[config.mk]
export PLATFORM = sky130hd
export DESIGN_NAME = aap_audio_port
export DESIGN_NICKNAME = d
export VERILOG_FILES = /design/src/rtl/aap_audio_port.v /design/src/rtl/aap_bclk_gen.v
export VERILOG_INCLUDE_DIRS = /design/src /design/src/rtl
export SDC_FILE = /design/constraint.sdc
export NUM_CORES = 1
export LEC_CHECK = 0
export BUFFER_PORTS_ARGS = -buffer_cell sky130_fd_sc_hd__buf_2
export CAP_MARGIN = 5
export CORE_AREA = 2 2 97 99
export CTS_CLUSTER_SIZE = 10
export DETAILED_ROUTE_END_ITERATION = 16
export DIE_AREA = 0 0 99 101
export GPL_TIMING_DRIVEN = 0
export SETUP_SLACK_MARGIN = 0.15
export SYNTH_ARGS = -nofsm -noshare
export SYNTH_HDL_FRONTEND = slang
export SYNTH_SLANG_ARGS = --single-unit
export TNS_END_PERCENT = 50
[constraint.sdc]
create_clock -name clk -period 5.3 [get_ports clk]
set_input_delay 1.06 -clock clk [delete_from_list [all_inputs] [get_ports clk]]
set_output_delay 1.06 -clock clk [all_outputs]
set_load 0.1 [all_outputs]
[src/rtl/aap_consts.vh]
// Constants for the PCM codec audio port
`ifndef AAP_CONSTS_VH
`define AAP_CONSTS_VH

// System clock rate
`define AAP_CLK_HZ        25000000
// Ideal linear bit clock, not reachable through integer division
`define AAP_BCLK_IDEAL_HZ 512000
// Nominal bit clock and frame clock rates; integer halves make the real rates slightly higher
`define AAP_BCLK_LIN_HZ   480000
`define AAP_BCLK_LOG_HZ   120000
`define AAP_FCLK_HZ       8000

// Half bit periods in system clocks, rounded down by integer division
`define AAP_LIN_HALF      (`AAP_CLK_HZ / (2 * `AAP_BCLK_LIN_HZ))
`define AAP_LOG_HALF      (`AAP_CLK_HZ / (2 * `AAP_BCLK_LOG_HZ))

// Bit periods per frame
`define AAP_LIN_FRAME     (`AAP_BCLK_LIN_HZ / `AAP_FCLK_HZ)
`define AAP_LOG_FRAME     (`AAP_BCLK_LOG_HZ / `AAP_FCLK_HZ)

// Sample word widths and frame sync lengths in bit periods
`define AAP_LIN_BITS      13
`define AAP_LOG_BITS      8
`define AAP_LIN_SYNC      13
`define AAP_LOG_SYNC      14

// Audio path selection codes from stored config memory
`define AAP_MODE_OFF      2'h0
`define AAP_MODE_LIN      2'h1
`define AAP_MODE_LOG      2'h2

// Bit index while no frame is running
`define AAP_IDX_IDLE      7'h7F

`endif

[src/rtl/aap_audio_port.v]
// Full-duplex PCM codec audio port, device side
//
// Overview of operation
// - One full-duplex serial port sends and receives a sample each frame.
// - Exactly one codec is served; no shared multi-codec slots.
// - Stored config selects linear codec, log codec, or audio off.
// - Linear: 13-bit samples, 480 kHz bit clock, 8 kHz frame, 13-bit sync.
// - Log: 8-bit A-law samples, 120 kHz bit clock, 8 kHz frame, 14-bit sync.
// - Linear bit clock by integer division, below the ideal 512 kHz.
`timescale 1ns/1ps
`include "aap_consts.vh"
module aap_audio_port (
	clk,
	reset_n,
	cfg_mode,
	tx_sample,
	tx_take_r,
	rx_sample_r,
	rx_valid_r,
	active_r,
	pcm_bclk,
	pcm_fclk_r,
	pcm_fsync_r,
	pcm_dout_r,
	pcm_din
);
	input  wire        clk;
	input  wire        reset_n;
	input  wire [1:0]  cfg_mode;
	input  wire [12:0] tx_sample;
	output reg         tx_take_r;
	output reg  [12:0] rx_sample_r;
	output reg         rx_valid_r;
	output reg         active_r;
	output wire        pcm_bclk;
	output reg         pcm_fclk_r;
	output reg         pcm_fsync_r;
	output reg         pcm_dout_r;
	input  wire        pcm_din;

	// ************************************************
	// Timing constants
	// ************************************************
	// Integer forms first, then cut to width on purpose
	localparam integer LIN_HALF_I  = `AAP_LIN_HALF;
	localparam integer LOG_HALF_I  = `AAP_LOG_HALF;
	localparam integer LIN_FRAME_I = `AAP_LIN_FRAME;
	localparam integer LOG_FRAME_I = `AAP_LOG_FRAME;
	localparam integer LIN_BITS_I  = `AAP_LIN_BITS;
	localparam integer LOG_BITS_I  = `AAP_LOG_BITS;
	localparam integer LIN_SYNC_I  = `AAP_LIN_SYNC;
	localparam integer LOG_SYNC_I  = `AAP_LOG_SYNC;

	localparam [7:0] LIN_HALF  = LIN_HALF_I[7:0];
	localparam [7:0] LOG_HALF  = LOG_HALF_I[7:0];
	localparam [6:0] LIN_FRAME = LIN_FRAME_I[6:0];
	localparam [6:0] LOG_FRAME = LOG_FRAME_I[6:0];
	localparam [6:0] LIN_BITS  = LIN_BITS_I[6:0];
	localparam [6:0] LOG_BITS  = LOG_BITS_I[6:0];
	localparam [6:0] LIN_SYNC  = LIN_SYNC_I[6:0];
	localparam [6:0] LOG_SYNC  = LOG_SYNC_I[6:0];
	localparam [6:0] IDX_IDLE  = `AAP_IDX_IDLE;

	reg  [1:0]  cfg_r;
	reg  [1:0]  mode_r;
	reg  [6:0]  idx_r;
	reg  [12:0] tx_sh_r;
	reg  [12:0] rx_sh_r;
	reg         din_s1_r;
	reg         din_s2_r;

	wire        run;
	wire        is_log;
	wire [7:0]  half_cnt;
	wire [6:0]  frame_bits;
	wire [6:0]  word_bits;
	wire [6:0]  sync_bits;
	wire [6:0]  idx_nxt;
	wire [12:0] tx_word;
	wire [12:0] rx_nxt;
	wire        rise;
	wire        fall;
	wire        frame_end;
	wire        last_bit;

	// ************************************************
	// Mode parameters
	// ************************************************
	assign run        = (mode_r != `AAP_MODE_OFF);
	assign is_log     = (mode_r == `AAP_MODE_LOG);
	assign half_cnt   = is_log ? LOG_HALF : LIN_HALF;
	assign frame_bits = is_log ? LOG_FRAME : LIN_FRAME;
	assign word_bits  = is_log ? LOG_BITS : LIN_BITS;
	assign sync_bits  = is_log ? LOG_SYNC : LIN_SYNC;

	// ************************************************
	// Frame position
	// ************************************************
	// Idle index restarts the count at the next rise
	assign idx_nxt    = (idx_r == IDX_IDLE || idx_r == frame_bits - 7'h01) ?
	                    7'h00 : idx_r + 7'h01;
	// Last falling edge of a frame: the safe point for a mode change
	assign frame_end  = fall && (idx_r == frame_bits - 7'h01);
	// Falling edge that samples the last word bit
	assign last_bit   = fall && (idx_r == word_bits - 7'h01);
	// Log word left-justified so its MSB leaves first
	assign tx_word    = is_log ? {tx_sample[7:0], 5'h00} : tx_sample;
	assign rx_nxt     = {rx_sh_r[11:0], din_s2_r};

	// ************************************************
	// Bit clock divider
	// ************************************************
	// Whole clocks per half period only: bit rates are approximate
	aap_bclk_gen #(
		.CW       (8)
	) u_bclk (
		.clk      (clk),
		.reset_n  (reset_n),
		.run      (run),
		.half_cnt (half_cnt),
		.bclk_r   (pcm_bclk),
		.rise_r   (rise),
		.fall_r   (fall)
	);

	// ************************************************
	// Input synchroniser
	// ************************************************
	// Only the second stage feeds the receiver
	always @(posedge clk or negedge reset_n) begin
		if (!reset_n) begin
			din_s1_r <= 1'b0;
			din_s2_r <= 1'b0;
		end else begin
			din_s1_r <= pcm_din;
			din_s2_r <= din_s1_r;
		end
	end

	// ************************************************
	// Mode selection, applied only between frames
	// ************************************************
	always @(posedge clk or negedge reset_n) begin
		if (!reset_n) begin
			cfg_r    <= `AAP_MODE_OFF;
			mode_r   <= `AAP_MODE_OFF;
			active_r <= 1'b0;
		end else begin
			// Unknown codes treated as audio off
			cfg_r <= (cfg_mode == `AAP_MODE_LIN || cfg_mode == `AAP_MODE_LOG) ?
			         cfg_mode : `AAP_MODE_OFF;
			// Off, or at a frame boundary: the new path takes over
			if (!run || frame_end) begin
				mode_r   <= cfg_r;
				active_r <= (cfg_r != `AAP_MODE_OFF);
			end
		end
	end

	// ************************************************
	// Transmit side and frame timing, on rising edges
	// ************************************************
	always @(posedge clk or negedge reset_n) begin
		if (!reset_n) begin
			idx_r       <= IDX_IDLE;
			tx_sh_r     <= 13'h0000;
			tx_take_r   <= 1'b0;
			pcm_fclk_r  <= 1'b0;
			pcm_fsync_r <= 1'b0;
			pcm_dout_r  <= 1'b0;
		end else begin
			tx_take_r <= 1'b0;
			if (!run) begin
				// Audio off: link pins rest low
				idx_r       <= IDX_IDLE;
				pcm_fclk_r  <= 1'b0;
				pcm_fsync_r <= 1'b0;
				pcm_dout_r  <= 1'b0;
			end else if (frame_end && cfg_r != mode_r) begin
				// Mode change: next frame restarts cleanly
				idx_r <= IDX_IDLE;
			end else if (rise) begin
				idx_r       <= idx_nxt;
				pcm_fsync_r <= (idx_nxt < sync_bits);
				pcm_fclk_r  <= (idx_nxt < {1'b0, frame_bits[6:1]});
				// Word captured at frame start; user has a frame to refresh it
				if (idx_nxt == 7'h00) begin
					pcm_dout_r <= tx_word[12];
					tx_sh_r    <= {tx_word[11:0], 1'b0};
					tx_take_r  <= 1'b1;
				end else if (idx_nxt < word_bits) begin
					pcm_dout_r <= tx_sh_r[12];
					tx_sh_r    <= {tx_sh_r[11:0], 1'b0};
				end else begin
					pcm_dout_r <= 1'b0;
				end
			end
		end
	end

	// ************************************************
	// Receive side, sampled on falling edges
	// ************************************************
	// Two flops of delay still leave most of half a bit of setup
	always @(posedge clk or negedge reset_n) begin
		if (!reset_n) begin
			rx_sh_r     <= 13'h0000;
			rx_sample_r <= 13'h0000;
			rx_valid_r  <= 1'b0;
		end else begin
			rx_valid_r <= 1'b0;
			if (run && fall && idx_r < word_bits) begin
				rx_sh_r <= rx_nxt;
				if (last_bit) begin
					// Log byte lands in the low bits
					rx_sample_r <= is_log ? {5'h00, rx_nxt[7:0]} : rx_nxt;
					rx_valid_r  <= 1'b1;
				end
			end
		end
	end
	// Single codec only: one sync, one data pair per frame
endmodule

[src/rtl/aap_bclk_gen.v]
// Bit clock divider with edge pulses
`timescale 1ns/1ps
module aap_bclk_gen #(
	parameter CW = 8
) (
	clk,
	reset_n,
	run,
	half_cnt,
	bclk_r,
	rise_r,
	fall_r
);
	input  wire          clk;
	input  wire          reset_n;
	input  wire          run;
	input  wire [CW-1:0] half_cnt;
	output reg           bclk_r;
	output reg           rise_r;
	output reg           fall_r;

	reg [CW-1:0] cnt_r;

	// ************************************************
	// Integer divider: toggles every half_cnt clocks
	// ************************************************
	always @(posedge clk or negedge reset_n) begin
		if (!reset_n) begin
			cnt_r  <= {CW{1'b0}};
			bclk_r <= 1'b0;
			rise_r <= 1'b0;
			fall_r <= 1'b0;
		end else if (!run) begin
			cnt_r  <= {CW{1'b0}};
			bclk_r <= 1'b0;
			rise_r <= 1'b0;
			fall_r <= 1'b0;
		end else if (cnt_r >= half_cnt - {{(CW-1){1'b0}}, 1'b1}) begin
			cnt_r  <= {CW{1'b0}};
			bclk_r <= ~bclk_r;
			rise_r <= ~bclk_r;
			fall_r <= bclk_r;
		end else begin
			cnt_r  <= cnt_r + {{(CW-1){1'b0}}, 1'b1};
			rise_r <= 1'b0;
			fall_r <= 1'b0;
		end
	end
endmodule

==> summary.txt, run 1 <==
Outcome
  • Status: completed

Clock network
  • Root buffer cell: clkbuf_8
  • Max clock buf depth: 2
  • Htree depth: 3
  • Hold_buf cts: 0
  • Post-CTS Setup Inserts: 0
  • Clk Latency, worst-skew pair: ~0.35 ns
  • CTS Sinks: 67
  • Post-CTS sizing: 0
  • CTS tree: done
  • CTS Buf Count: 9
  • Clk slew on worst S/H paths: about 0.070 ns

Die
  • DIE HEIGHT: slightly above 100 um
  • Initial Util: ~39%
  • Die area: about 10000 um^2
  • Num ports: 38
  • # rows: 35
  • CORE AREA: roughly 9000 um^2
  • Die width: between 90 and 100 um

Cells and area
  • Post-route cell area: roughly 4000 um^2
  • Layout area overhead: 15.9%
  • # diodes: 0
  • Most frequent cells in the layout: 60 x dfrtp_1, 48 x nand2_1, 38 x buf_2
  • Share of layout cells above drive strength 1: a little under a third
  • Commonest non-fill, non-tap cell in the layout: dfrtp_1
  • Nets: roughly 400

Placed design
  • IO buf count: 37
  • Post-place instance area: about 3800 um^2
  • Hpwl dp: 4850 um
  • Dpl ws: between 1 and 1.5 ns
  • GP Congestion: a little under 0.9

Drt
  • Drt total wl: between 6000 and 7000 um
  • Avg WL per Cell: about 14 um
  • Drt pass-1 iters: 4
  • Routed length on met1: approximately 3400 um
  • Avg Vias per Cell: 5.01
  • Via Count: around 2400
  • Highest metal used: met4
  • Met2 WL: ~3200 um
  • Drc violations: 0
  • Met3 WL: between 300 and 400 um
  • Antenna viol nets, final: 0
  • Initial DRC count: 132

Timing
  • Slew margin rel.: a little over two fifths
  • Final setup margin: 1.14 ns
  • Finish-stage setup viols: 0
  • Tcrit/Tclk final: 78.4%
  • Tmin final: 4.16 ns
  • Final setup skew: between 0.01 and 0.015 ns
  • Max-slew violations: 0
  • RSZ-0062 raised after global routing: false
  • Worst-margin pin slew: 0.861 ns
  • Fmax: 241 MHz
  • Hold Fails Final Rpt: 0
  • Setup TNS: 0 ns

Critical path
  • Crit Path Max Fanout: 16
  • CP required: between 5 and 6 ns
  • WS Path Type: flip-flop to flip-flop
  • Crit path DAT: 4.38 ns
  • Worst R2R Path Depth: 14
  • Crit start category: flip-flop
  • Flop2flop setup slack: 1.14 ns
  • Worst Setup End Kind: flip-flop

Synth
  • YS warnings: 0
  • Syn Nets: between 300 and 400
  • Post-synthesis cell count: roughly 320
  • Post-synthesis register bit count: 67
  • Mean Syn Cell Area: around 11 um^2
  • Cell taking the most area after synthesis: dfrtp_1
  • Netlist cell types: between 50 and 60
  • Top cell type's share of synthesized area: 43.2%
  • Cell area after synthesis: about 3500 um^2
  • Area contributors post-synth: dfrtp_1 43%, mux2_2 12%, ha_1 5.4%
  • Sequential fraction of the synthesis area: about half

Hold path
  • Min-Delay Path Depth: 0
  • Hold crit path type: flip-flop to flip-flop

Global route
  • GRT Total Usage: 14.7%
  • Pin count of the biggest net entering global routing: 68
  • Total grt overflow: 0
  • Initial antenna violation count: 0
  • Via count of the first global-routing pass: 2401
  • First-pass GRT wire length: 11600 um

Power and ir drop
  • Max rail drop VDD: 0.000250 V
  • Pwr Density: between 500 and 600 nW/um^2
  • Leak: 1.99 nW

Run
  • Max_cap viols: 0
==> kinds of logic after synthesis <==
kind of cell	count (synthesis)	share of synthesized area [%]
buffers and inverters	24	3.35
multiplexers	45	14.7
adder cells (fa/ha/maj)	15	5.40
flip-flops	67	48.5
AO/OA/AOI/OAI	52	10.2
XOR/XNOR	13	3.28
AND/OR/NAND/NOR	107	14.6
==> path summary, 6_finish.rpt <==
kind	to	startpoint
setup reg to reg	tx_sh_r[12]$_DFFE_PN0P_	mode_r[0]$_DFFE_PN0P_
hold / removal	din_s2_r$_DFF_PN0_	din_s1_r$_DFF_PN0_
hold reg to reg	din_s2_r$_DFF_PN0_	din_s1_r$_DFF_PN0_
max in group asynchronous	mode_r[1]$_DFFE_PN0P_	reset_n
setup / recovery	tx_sh_r[12]$_DFFE_PN0P_	mode_r[0]$_DFFE_PN0P_
min in group asynchronous	pcm_fclk_r$_DFFE_PN0P_	reset_n
==> stage by stage <==
step                hold slack, ns  utilization (%)  total power [mW]  cells
CTS                          0.353             44.9              2.20    487
finish                       0.352             44.9              2.18    487
floorplan                    0.331                -              1.49    323
detailed placement           0.335             42.3              1.70    471
global placement             0.336             42.3              1.68    471
global route                 0.389             44.9              2.35    487
==> layout make-up <==
type / count / area (um^2)
sequential: 67 / 1690
clock inverter: 5 / 85.1
tap: 111 / 139
timing repair buffer: 37 / 188
inverter: 10 / 37.5
multi-input combinational: 232 / 1670
buffer: 14 / 78.8
clock buffer: 11 / 141
fill: 844 / 4950
==> cell usage after synthesis, drive strengths merged <==
master,number
xnor2,7
and2,3
a21o,4
nand3b,2
a22o,4
a2111oi,1
a32o,1
o31ai,2
dfstp,7
mux2,39
nand2b,1
nor4,1
nor3b,1
o22a,2
a211oi,3
ha,15
a22oi,1
and3,5
or4,2
a21oi,16
or2,1
mux2i,6
or3,1
nand2,48
nand3,6
dfrtp,60
nor3,3
nand4,1
nor2b,5
o21bai,1
xor2,6
clkbuf,7
a31o,1
inv,10
a31oi,2
nand4b,2
o22ai,4
nor2,25
o21ai,6
buf,7
o21a,1
a21boi,2
a2bb2oi,1
==> worst max-delay path, stage by stage, from the launching register on <==
cell	delay (ns)
dfrtp_1	0.42
nand2b_1	0.30
clkbuf_1	0.36
clkbuf_1	0.62
ha_1	0.25
nand4b_1	0.17
nor2_1	0.19
a22o_1	0.32
nor2_1	0.09
ha_1	0.27
a21oi_1	0.06
o21ai_0	0.14
a21o_1	0.22
buf_2	0.28
mux2_2	0.37
==> flip-flops by register name, indices dropped and copies added, names as in the netlist, 2 cells and up <==
register / flops
tx_sh_r: 12
rx_sh_r: 12
rx_sample_r: 13
mode_r: 2
cfg_r: 2
idx_r: 7
u_bclk.cnt_r: 8
==> layer usage <==
layer  track usage (%)  vias to the layer above
met5                 0                        -
met2              23.0                       58
met3              3.81                       10
met1              20.0                     1148
li1                  -                     1223
met4              5.06                        0
==> power by group <==
part,switching (mW),internal [mW],total (mW),leakage (nW)
Combinational,0.589,0.398,0.987,1.01
Clock,0.207,0.280,0.487,0.110
Sequential,0.0789,0.627,0.706,0.865
Total,0.875,1.31,2.18,1.99
No activity file was read; power rests on OpenSTA's default activity.
==> run 2: changes to the inputs <==
==> constraint.sdc (replaced) <==
create_clock -name clk -period 4.17 [get_ports clk]
set_input_delay 0.834 -clock clk [delete_from_list [all_inputs] [get_ports clk]]
set_output_delay 0.834 -clock clk [all_outputs]
set_load 0.1 [all_outputs]
==> run 2 against run 1 <==
  * Count of clock-buffer cells in the layout did not move
  * Combinational power rose by 28%
  * Setup slack got worse by 0.71 ns
  * Final cell count did not move
==> summary.txt, run 2 (synthesis results as in run 1) <==
Outcome
  • Status: completed

Hold path
  • Min-Delay Path Depth: 0
  • Hold crit path type: flip-flop to flip-flop
  • Worst min-delay path startpoint: din_s1_r$_DFF_PN0_
  • Min-Delay Endpoint: din_s2_r$_DFF_PN0_

Timing
  • Tmin final: roughly 3.7 ns
  • Worst-margin pin slew: 0.862 ns
  • Setup TNS: 0 ns
  • Fmax: around 270 MHz
  • Tcrit/Tclk final: between 80 and 90%
  • RSZ-0062 raised after global routing: false
  • Hold Fails Final Rpt: 0
  • Finish-stage setup viols: 0
  • Slew margin rel.: a little over two fifths
  • Final setup skew: about 0.010 ns
  • Max-slew violations: 0

Placed design
  • IO buf count: 37
  • Hpwl dp: a little under 5000 um
  • GP Congestion: approximately 0.89

Global route
  • GRT Total Usage: between 10 and 15%
  • First-pass GRT wire length: ~12000 um
  • Pin count of the biggest net entering global routing: a little under 70
  • Total grt overflow: 0
  • Via count of the first global-routing pass: between 2000 and 2500
  • Initial antenna violation count: 0

Drt
  • Via Count: around 2500
  • Antenna viol nets, final: 0
  • Drc violations: 0
  • Avg WL per Cell: roughly 14 um
  • Drt pass-1 iters: 4
  • Drt total wl: 7010 um
  • Initial DRC count: approximately 140
  • Avg Vias per Cell: around 5.0

Critical path
  • CP required: around 4.4 ns
  • Crit path DAT: 3.96 ns
  • Critical-path top delay cell: dfrtp_1
  • Worst R2R Path Depth: 14
  • Crit-path max cell delay: 0.43 ns
  • Cell breakdown of the critical path: nand2b_1 -> clkbuf_2 -> clkbuf_4 -> ha_1 -> nand4b_1 -> nor2_1 -> a22o_1 -> nor2_1 -> ha_1 -> a21oi_1 -> o21ai_0 -> a21o_1 -> buf_2 -> mux2_2
  • WS Path Type: flip-flop to flip-flop
  • Critical R2R Capture: tx_sh_r[12]$_DFFE_PN0P_
  • Crit Path Max Fanout: 16
  • Start of the worst register-to-register path: mode_r[0]$_DFFE_PN0P_
  • Flop2flop setup slack: 0.44 ns
  • Worst Setup End Kind: flip-flop
  • Crit start category: flip-flop

Clock network
  • CTS tree: done
  • Root buffer cell: clkbuf_8
  • Htree depth: 3
  • Clk Latency, worst-skew pair: 0.35 ns
  • CTS Sinks: 67
  • Clk slew on worst S/H paths: 0.07 ns
  • CTS Buf Count: 9
  • Max clock buf depth: 2
  • Post-CTS Setup Inserts: 0

Cells and area
  • Commonest non-fill, non-tap cell in the layout: dfrtp_1
  • Share of layout cells above drive strength 1: slightly above 30%
  • Nets: 404
  • Register area: between 1500 and 2000 um^2
  • Top reg by flops: rx_sample_r
  • Top flop regs: rx_sample_r (13), rx_sh_r (12), tx_sh_r (12)
  • # diodes: 0
  • Multi-input gate area: 1670 um^2
  • Final Core Density: 44.9%
  • Layout area overhead: 16.2%
  • Most frequent cells in the layout: 60 x dfrtp_1, 48 x nand2_1, 38 x buf_2
  • Max reg flops: 13
  • Layout fillers: around 840

Die
  • Num ports: 38
  • Die area: 10000 um^2
  • # rows: 35
  • Die width: roughly 99 um
  • Initial Util: between 30% and 40%
  • CORE AREA: roughly 9000 um^2
  • DIE HEIGHT: roughly 100 um

Power and ir drop
  • Max rail drop VDD: 0.000318 V
  • Leak: ~2 nW
  • Pwr Density: about 700 nW/um^2

Run
  • Max_cap viols: 0
-- run 2: repair_timing --
item / in CTS / in global routing
hold buffers: 0 / 0
gates resized for setup: 2 / 6
endpoints found under the setup margin: 8 / 8
hold endpoints to repair: 0 / 0
-- run 2: how the worst max path moves through the flow --
stage | startpoint | end | slack (ns) | cells after the start
5_1_grt | mode_r[0]$_DFFE_PN0P_ | tx_sh_r[12]$_DFFE_PN0P_ | 0.15 | 14
2_1_floorplan | mode_r[0]$_DFFE_PN0P_ | tx_sh_r[10]$_DFFE_PN0P_ | 0.80 | 14
6_report | mode_r[0]$_DFFE_PN0P_ | tx_sh_r[12]$_DFFE_PN0P_ | 0.44 | 14
4_1_cts | mode_r[0]$_DFFE_PN0P_ | tx_sh_r[12]$_DFFE_PN0P_ | 0.26 | 14
3_3_place_gp | mode_r[0]$_DFFE_PN0P_ | tx_sh_r[6]$_DFFE_PN0P_ | 0.03 | 14
3_5_place_dp | mode_r[0]$_DFFE_PN0P_ | tx_sh_r[12]$_DFFE_PN0P_ | -0.03 | 14
-- run 2: cell type report --
cell class	instances	share of cell area, %
Sequential cell	67	41.8
Timing Repair Buffer	37	4.65
Clock inverter	5	2.11
Clock buffer	11	3.50
Multi-Input combinational cell	232	41.4
Inverter	10	0.930
Tap cell	111	3.44
Buffer	14	2.17
-- run 2: layer usage --
layer,GRT usage (%),up-vias,part of all wire [%],wire [um]
met5,0,-,0,0
met3,3.81,12,5.0,353
met1,20.0,1162,49,3440
li1,-,1223,-,-
met2,23.0,62,44,3120
met4,5.06,0,1.5,104
-- run 2: report_power, final --
group | switching, mW | leakage [nW] | internal (mW)
registers | 0.101 | 0.865 | 0.797
clock network | 0.263 | 0.110 | 0.356
logic | 0.750 | 1.02 | 0.511
total | 1.11 | 2.00 | 1.66
-- run 2: critical path: cells and delay by family (launching register included) --
family,cells,cell delay (ns)
AOI/OAI and AO/OA,4,0.72
adders and majority gates,2,0.58
buffers and inverters,3,0.78
DFF,1,0.43
muxes,1,0.37
and+or+nand+nor,4,0.74
-- run 2: through the flow --
stage / power [mW] / std cells / hold WS, ns / area [um^2] / setup WS (ns)
6_report: 2.78 / 487 / 0.352 / 4040 / 0.436
3_3_place_gp: 2.14 / 471 / 0.336 / 3800 / 0.0255
3_5_place_dp: 2.16 / 471 / 0.335 / 3800 / -0.0288
5_1_grt: 2.99 / 487 / 0.389 / 4040 / 0.153
2_1_floorplan: 1.90 / 323 / 0.331 / 3470 / 0.803
4_1_cts: 2.79 / 487 / 0.353 / 4030 / 0.260
==> run 3: changes to the inputs <==
--- a/config.mk
+++ b/config.mk
@@ -8,13 +8,14 @@
 export LEC_CHECK = 0
 export BUFFER_PORTS_ARGS = -buffer_cell sky130_fd_sc_hd__buf_2
 export CAP_MARGIN = 5
-export CORE_AREA = 2 2 97 99
+export CORE_AREA = 2 2 100 102
 export CTS_CLUSTER_SIZE = 10
 export DETAILED_ROUTE_END_ITERATION = 16
-export DIE_AREA = 0 0 99 101
+export DIE_AREA = 0 0 102 104
 export GPL_TIMING_DRIVEN = 0
 export SETUP_SLACK_MARGIN = 0.15
 export SYNTH_ARGS = -nofsm -noshare
 export SYNTH_HDL_FRONTEND = slang
+export SYNTH_HIERARCHICAL = 1
 export SYNTH_SLANG_ARGS = --single-unit
 export TNS_END_PERCENT = 50
==> run 3 against run 2 <==
  * Worst hold slack better by 0.0069 ns
  * Sequential cell count stayed put
  * Wire length is 2.8% higher
  * Largest cell class is now multi-input combinational cells
  * Critical endpoint is now tx_sh_r[7]$_DFFE_PN0P_
  * Fmax hardly changed
  * First-iteration DRC count is 3.7% higher
  * Sequential share of layout area is 3.4 points lower
  * Via count is 9.4% higher
  * Count of clock-buffer cells in the layout stayed put
  * Clock skew is 0.0033 ns higher
  * Setup slack worse by 0.0024 ns
  * Core utilization is 1.1 points higher
==> summary.txt, run 3 <==
Cells and area
  • Final Instance Count excl. Fillers: between 500 and 600
  • Layout fillers: around 940
  • Top flop regs: rx_sample_r (13), rx_sh_r (12), tx_sh_r (12)
  • Most frequent cells in the layout: 60 x dfrtp_1, 41 x buf_2, 39 x nand2_1
  • # diodes: 0
  • Max reg flops: 13
  • Commonest non-fill, non-tap cell in the layout: dfrtp_1
  • Register area: 1690 um^2
  • Top reg by flops: rx_sample_r
  • Final Core Density: a little under half
  • Layout area overhead: 17.0%
  • Share of layout cells above drive strength 1: 25.0%
  • Multi-input gate area: between 1500 and 2000 um^2
  • Nets: between 400 and 500

Synth
  • Netlist cell types: 61
  • Post-synthesis async set-or-reset flop share: 100%
  • Post-synth EDFFs: 0
  • Cell area after synthesis: 3750 um^2
  • Post-synthesis register bit count: 67
  • Top cells by count, synth: 60 x dfrtp_1, 39 x nand2_1, 22 x nor2_1, 18 x ha_1, 16 x mux2_1
  • Post-synthesis cell count: around 350
  • Cell taking the most area after synthesis: dfrtp_1
  • Sequential fraction of the synthesis area: between 40% and 50%
  • YS warnings: 6
  • Top cell type's share of synthesized area: between 30 and 40%
  • Mean Syn Cell Area: 10.6 um^2
  • Most common cell in the netlist: dfrtp_1
  • Synth Flop Type: dfrtp_1
  • Area contributors post-synth: dfrtp_1 40%, ha_1 6.0%, dfstp_2 4.9%

Power and ir drop
  • Reg power frac: 31.6%
  • Internal power: 1.73 mW
  • Max rail drop VDD: about 0.00033 V
  • Pwr Density: between 600 and 700 nW/um^2
  • Leak: 2.16 nW
  • Clk network pwr share: between 20% and 30%
  • Sw Pwr: 1.15 mW
  • Logic gate share of total power: between 40 and 50%
  • Switching Share: between 30% and 40%

Placed design
  • IO buf count: 37
  • Hpwl dp: just over 5000 um
  • GP Congestion: just over 0.8
  • Cell count after placement: around 530

Drt
  • Met2 WL: between 3000 and 4000 um
  • Highest metal used: met4
  • Antenna viol nets, final: 0
  • Initial DRC count: 140
  • Avg WL per Cell: 13.1 um
  • Drc violations: 0
  • Via Count: ~2700
  • Routed length on met1: ~3600 um
  • Drt total wl: ~7200 um
  • Avg Vias per Cell: roughly 4.9
  • Met3 WL: roughly 180 um
  • Drt pass-1 iters: 4

Global route
  • Initial antenna violation count: 0
  • Pin count of the biggest net entering global routing: roughly 70
  • Via count of the first global-routing pass: 2545
  • GRT Total Usage: ~15%
  • Total grt overflow: 0
  • First-pass GRT wire length: around 13000 um

Critical path
  • Worst R2R Path Depth: 14
  • CP required: 4.39 ns
  • Worst Setup End Kind: flip-flop
  • Start of the worst register-to-register path: mode_r[0]$_DFFE_PN0P_
  • Flop2flop setup slack: ~0.43 ns
  • WS Path Type: flip-flop to flip-flop
  • Crit path DAT: just under 4 ns
  • Critical R2R Capture: tx_sh_r[7]$_DFFE_PN0P_
  • Crit Path Max Fanout: 19
  • Crit start category: flip-flop

Clock network
  • Htree depth: 3
  • Max clock buf depth: 2
  • Clk slew on worst S/H paths: 0.08 ns
  • CTS tree: done
  • Hold_buf cts: 0
  • CTS Buf Count: 9
  • Clk Latency, worst-skew pair: between 0.3 and 0.4 ns
  • CTS Sinks: 67
  • Post-CTS Setup Inserts: 0
  • Root buffer cell: clkbuf_8

Timing
  • Slew margin rel.: between 40% and 50%
  • Worst hold margin: ~0.36 ns
  • Hold Fails Final Rpt: 0
  • Setup TNS: 0 ns
  • Final setup skew: 0.0135 ns
  • Worst-margin pin slew: 0.835 ns
  • Max-slew violations: 0
  • Finish-stage setup viols: 0
  • RSZ-0062 raised after global routing: false
  • Tmin final: around 3.7 ns
  • Fmax: around 270 MHz
  • Tcrit/Tclk final: ~90%

Die
  • # rows: 36
  • CORE AREA: ~9500 um^2
  • Initial Util: around two fifths
  • DIE HEIGHT: ~100 um
  • Num ports: 38
  • Die area: 10600 um^2
  • Die width: 102 um

Outcome
  • Status: completed

Hold path
  • Worst min-delay path startpoint: din_s1_r$_DFF_PN0_
  • Hold crit path type: flip-flop to flip-flop
  • Min-Delay Endpoint: din_s2_r$_DFF_PN0_
  • Min-Delay Path Depth: 0

Run
  • Max_cap viols: 0
run 3: cell types whose count changed after synthesis, sizes merged, moves of 4 or more:
cell    change
mux2        -7
nand3       +5
clkbuf      -4
mux2i       +7
nand2       -8
xor2        +5
and2        +4
or2         +5
o21ai       +9
a31oi       +5
o22ai       -4
inv         +5
run 3: critical path, stage by stage, from the launching register on:
cell,delay (ns)
dfrtp_1,0.41
nand2b_1,0.16
buf_6,0.14
clkbuf_2,0.30
ha_1,0.38
nand2b_1,0.06
or3_1,0.37
o21ai_2,0.31
nor2_1,0.10
ha_1,0.27
a21boi_0,0.12
o21ba_2,0.22
o21ai_4,0.27
nand2_4,0.16
mux2_1,0.34
run 3: logic make-up (layout without fill, tap and decap cells):
logic type	after synthesis	after routing	synth area share [%]
flops	67	67	44.9
buf+inv	29	81	3.66
other cells	2	12	0.200
mux	45	45	13.6
simple gates	117	117	15.8
xor+xnor	17	17	3.97
fa+ha+maj	18	18	6.00
compound gates	59	59	11.9
run 3: timing repair:
action,4_1_cts,5_1_grt
resized for setup,2,1
endpoints found under the setup margin,8,9
hold endpoints to repair,0,0
run 3: metal layers:
metal	vias up	track usage (%)
li1	1332	-
met1	1322	20.9
met2	33	23.0
met3	2	3.02
met4	0	4.57
met5	-	0
run 3: worst max-delay path by stage:
stage	from	endpoint	slack, ns
floorplan	mode_r[0]$_DFFE_PN0P_	tx_sh_r[6]$_DFFE_PN0P_	0.63
global placement	mode_r[0]$_DFFE_PN0P_	tx_sh_r[9]$_DFFE_PN0P_	0.06
detailed placement	mode_r[0]$_DFFE_PN0P_	tx_sh_r[7]$_DFFE_PN0P_	0.03
CTS	mode_r[0]$_DFFE_PN0P_	tx_sh_r[7]$_DFFE_PN0P_	0.27
global route	mode_r[0]$_DFFE_PN0P_	tx_sh_r[6]$_DFFE_PN0P_	0.15
finish	mode_r[0]$_DFFE_PN0P_	tx_sh_r[7]$_DFFE_PN0P_	0.43
run 3: power groups by stage:
| stage | sequential, mW | clock, mW | combinational, mW |
|---|---|---|---|
| after floorplan | 1.02 | 0 | 0.940 |
| after global placement | 0.919 | 0 | 1.28 |
| after detailed placement | 0.923 | 0 | 1.31 |
| after CTS | 0.912 | 0.676 | 1.32 |
| after global routing | 0.937 | 0.708 | 1.48 |
| final | 0.911 | 0.658 | 1.32 |
run 3: layout make-up:
cell class                      instances  area share (%)
Multi-Input combinational cell        268            44.9
Sequential cell                        67            38.4
Timing Repair Buffer                   37            4.27
Tap cell                              133            3.79
Clock buffer                           11            3.22
Clock inverter                          4            2.25
Buffer                                 13            1.79
Inverter                               16            1.40
run 3: metrics by stage:
step	area [um^2]	power (mW)	setup slack (ns)
floorplan	3790	1.96	0.633
global placement	4140	2.20	0.0583
detailed placement	4150	2.23	0.0254
CTS	4390	2.91	0.272
global route	4390	3.13	0.150
finish	4390	2.89	0.433
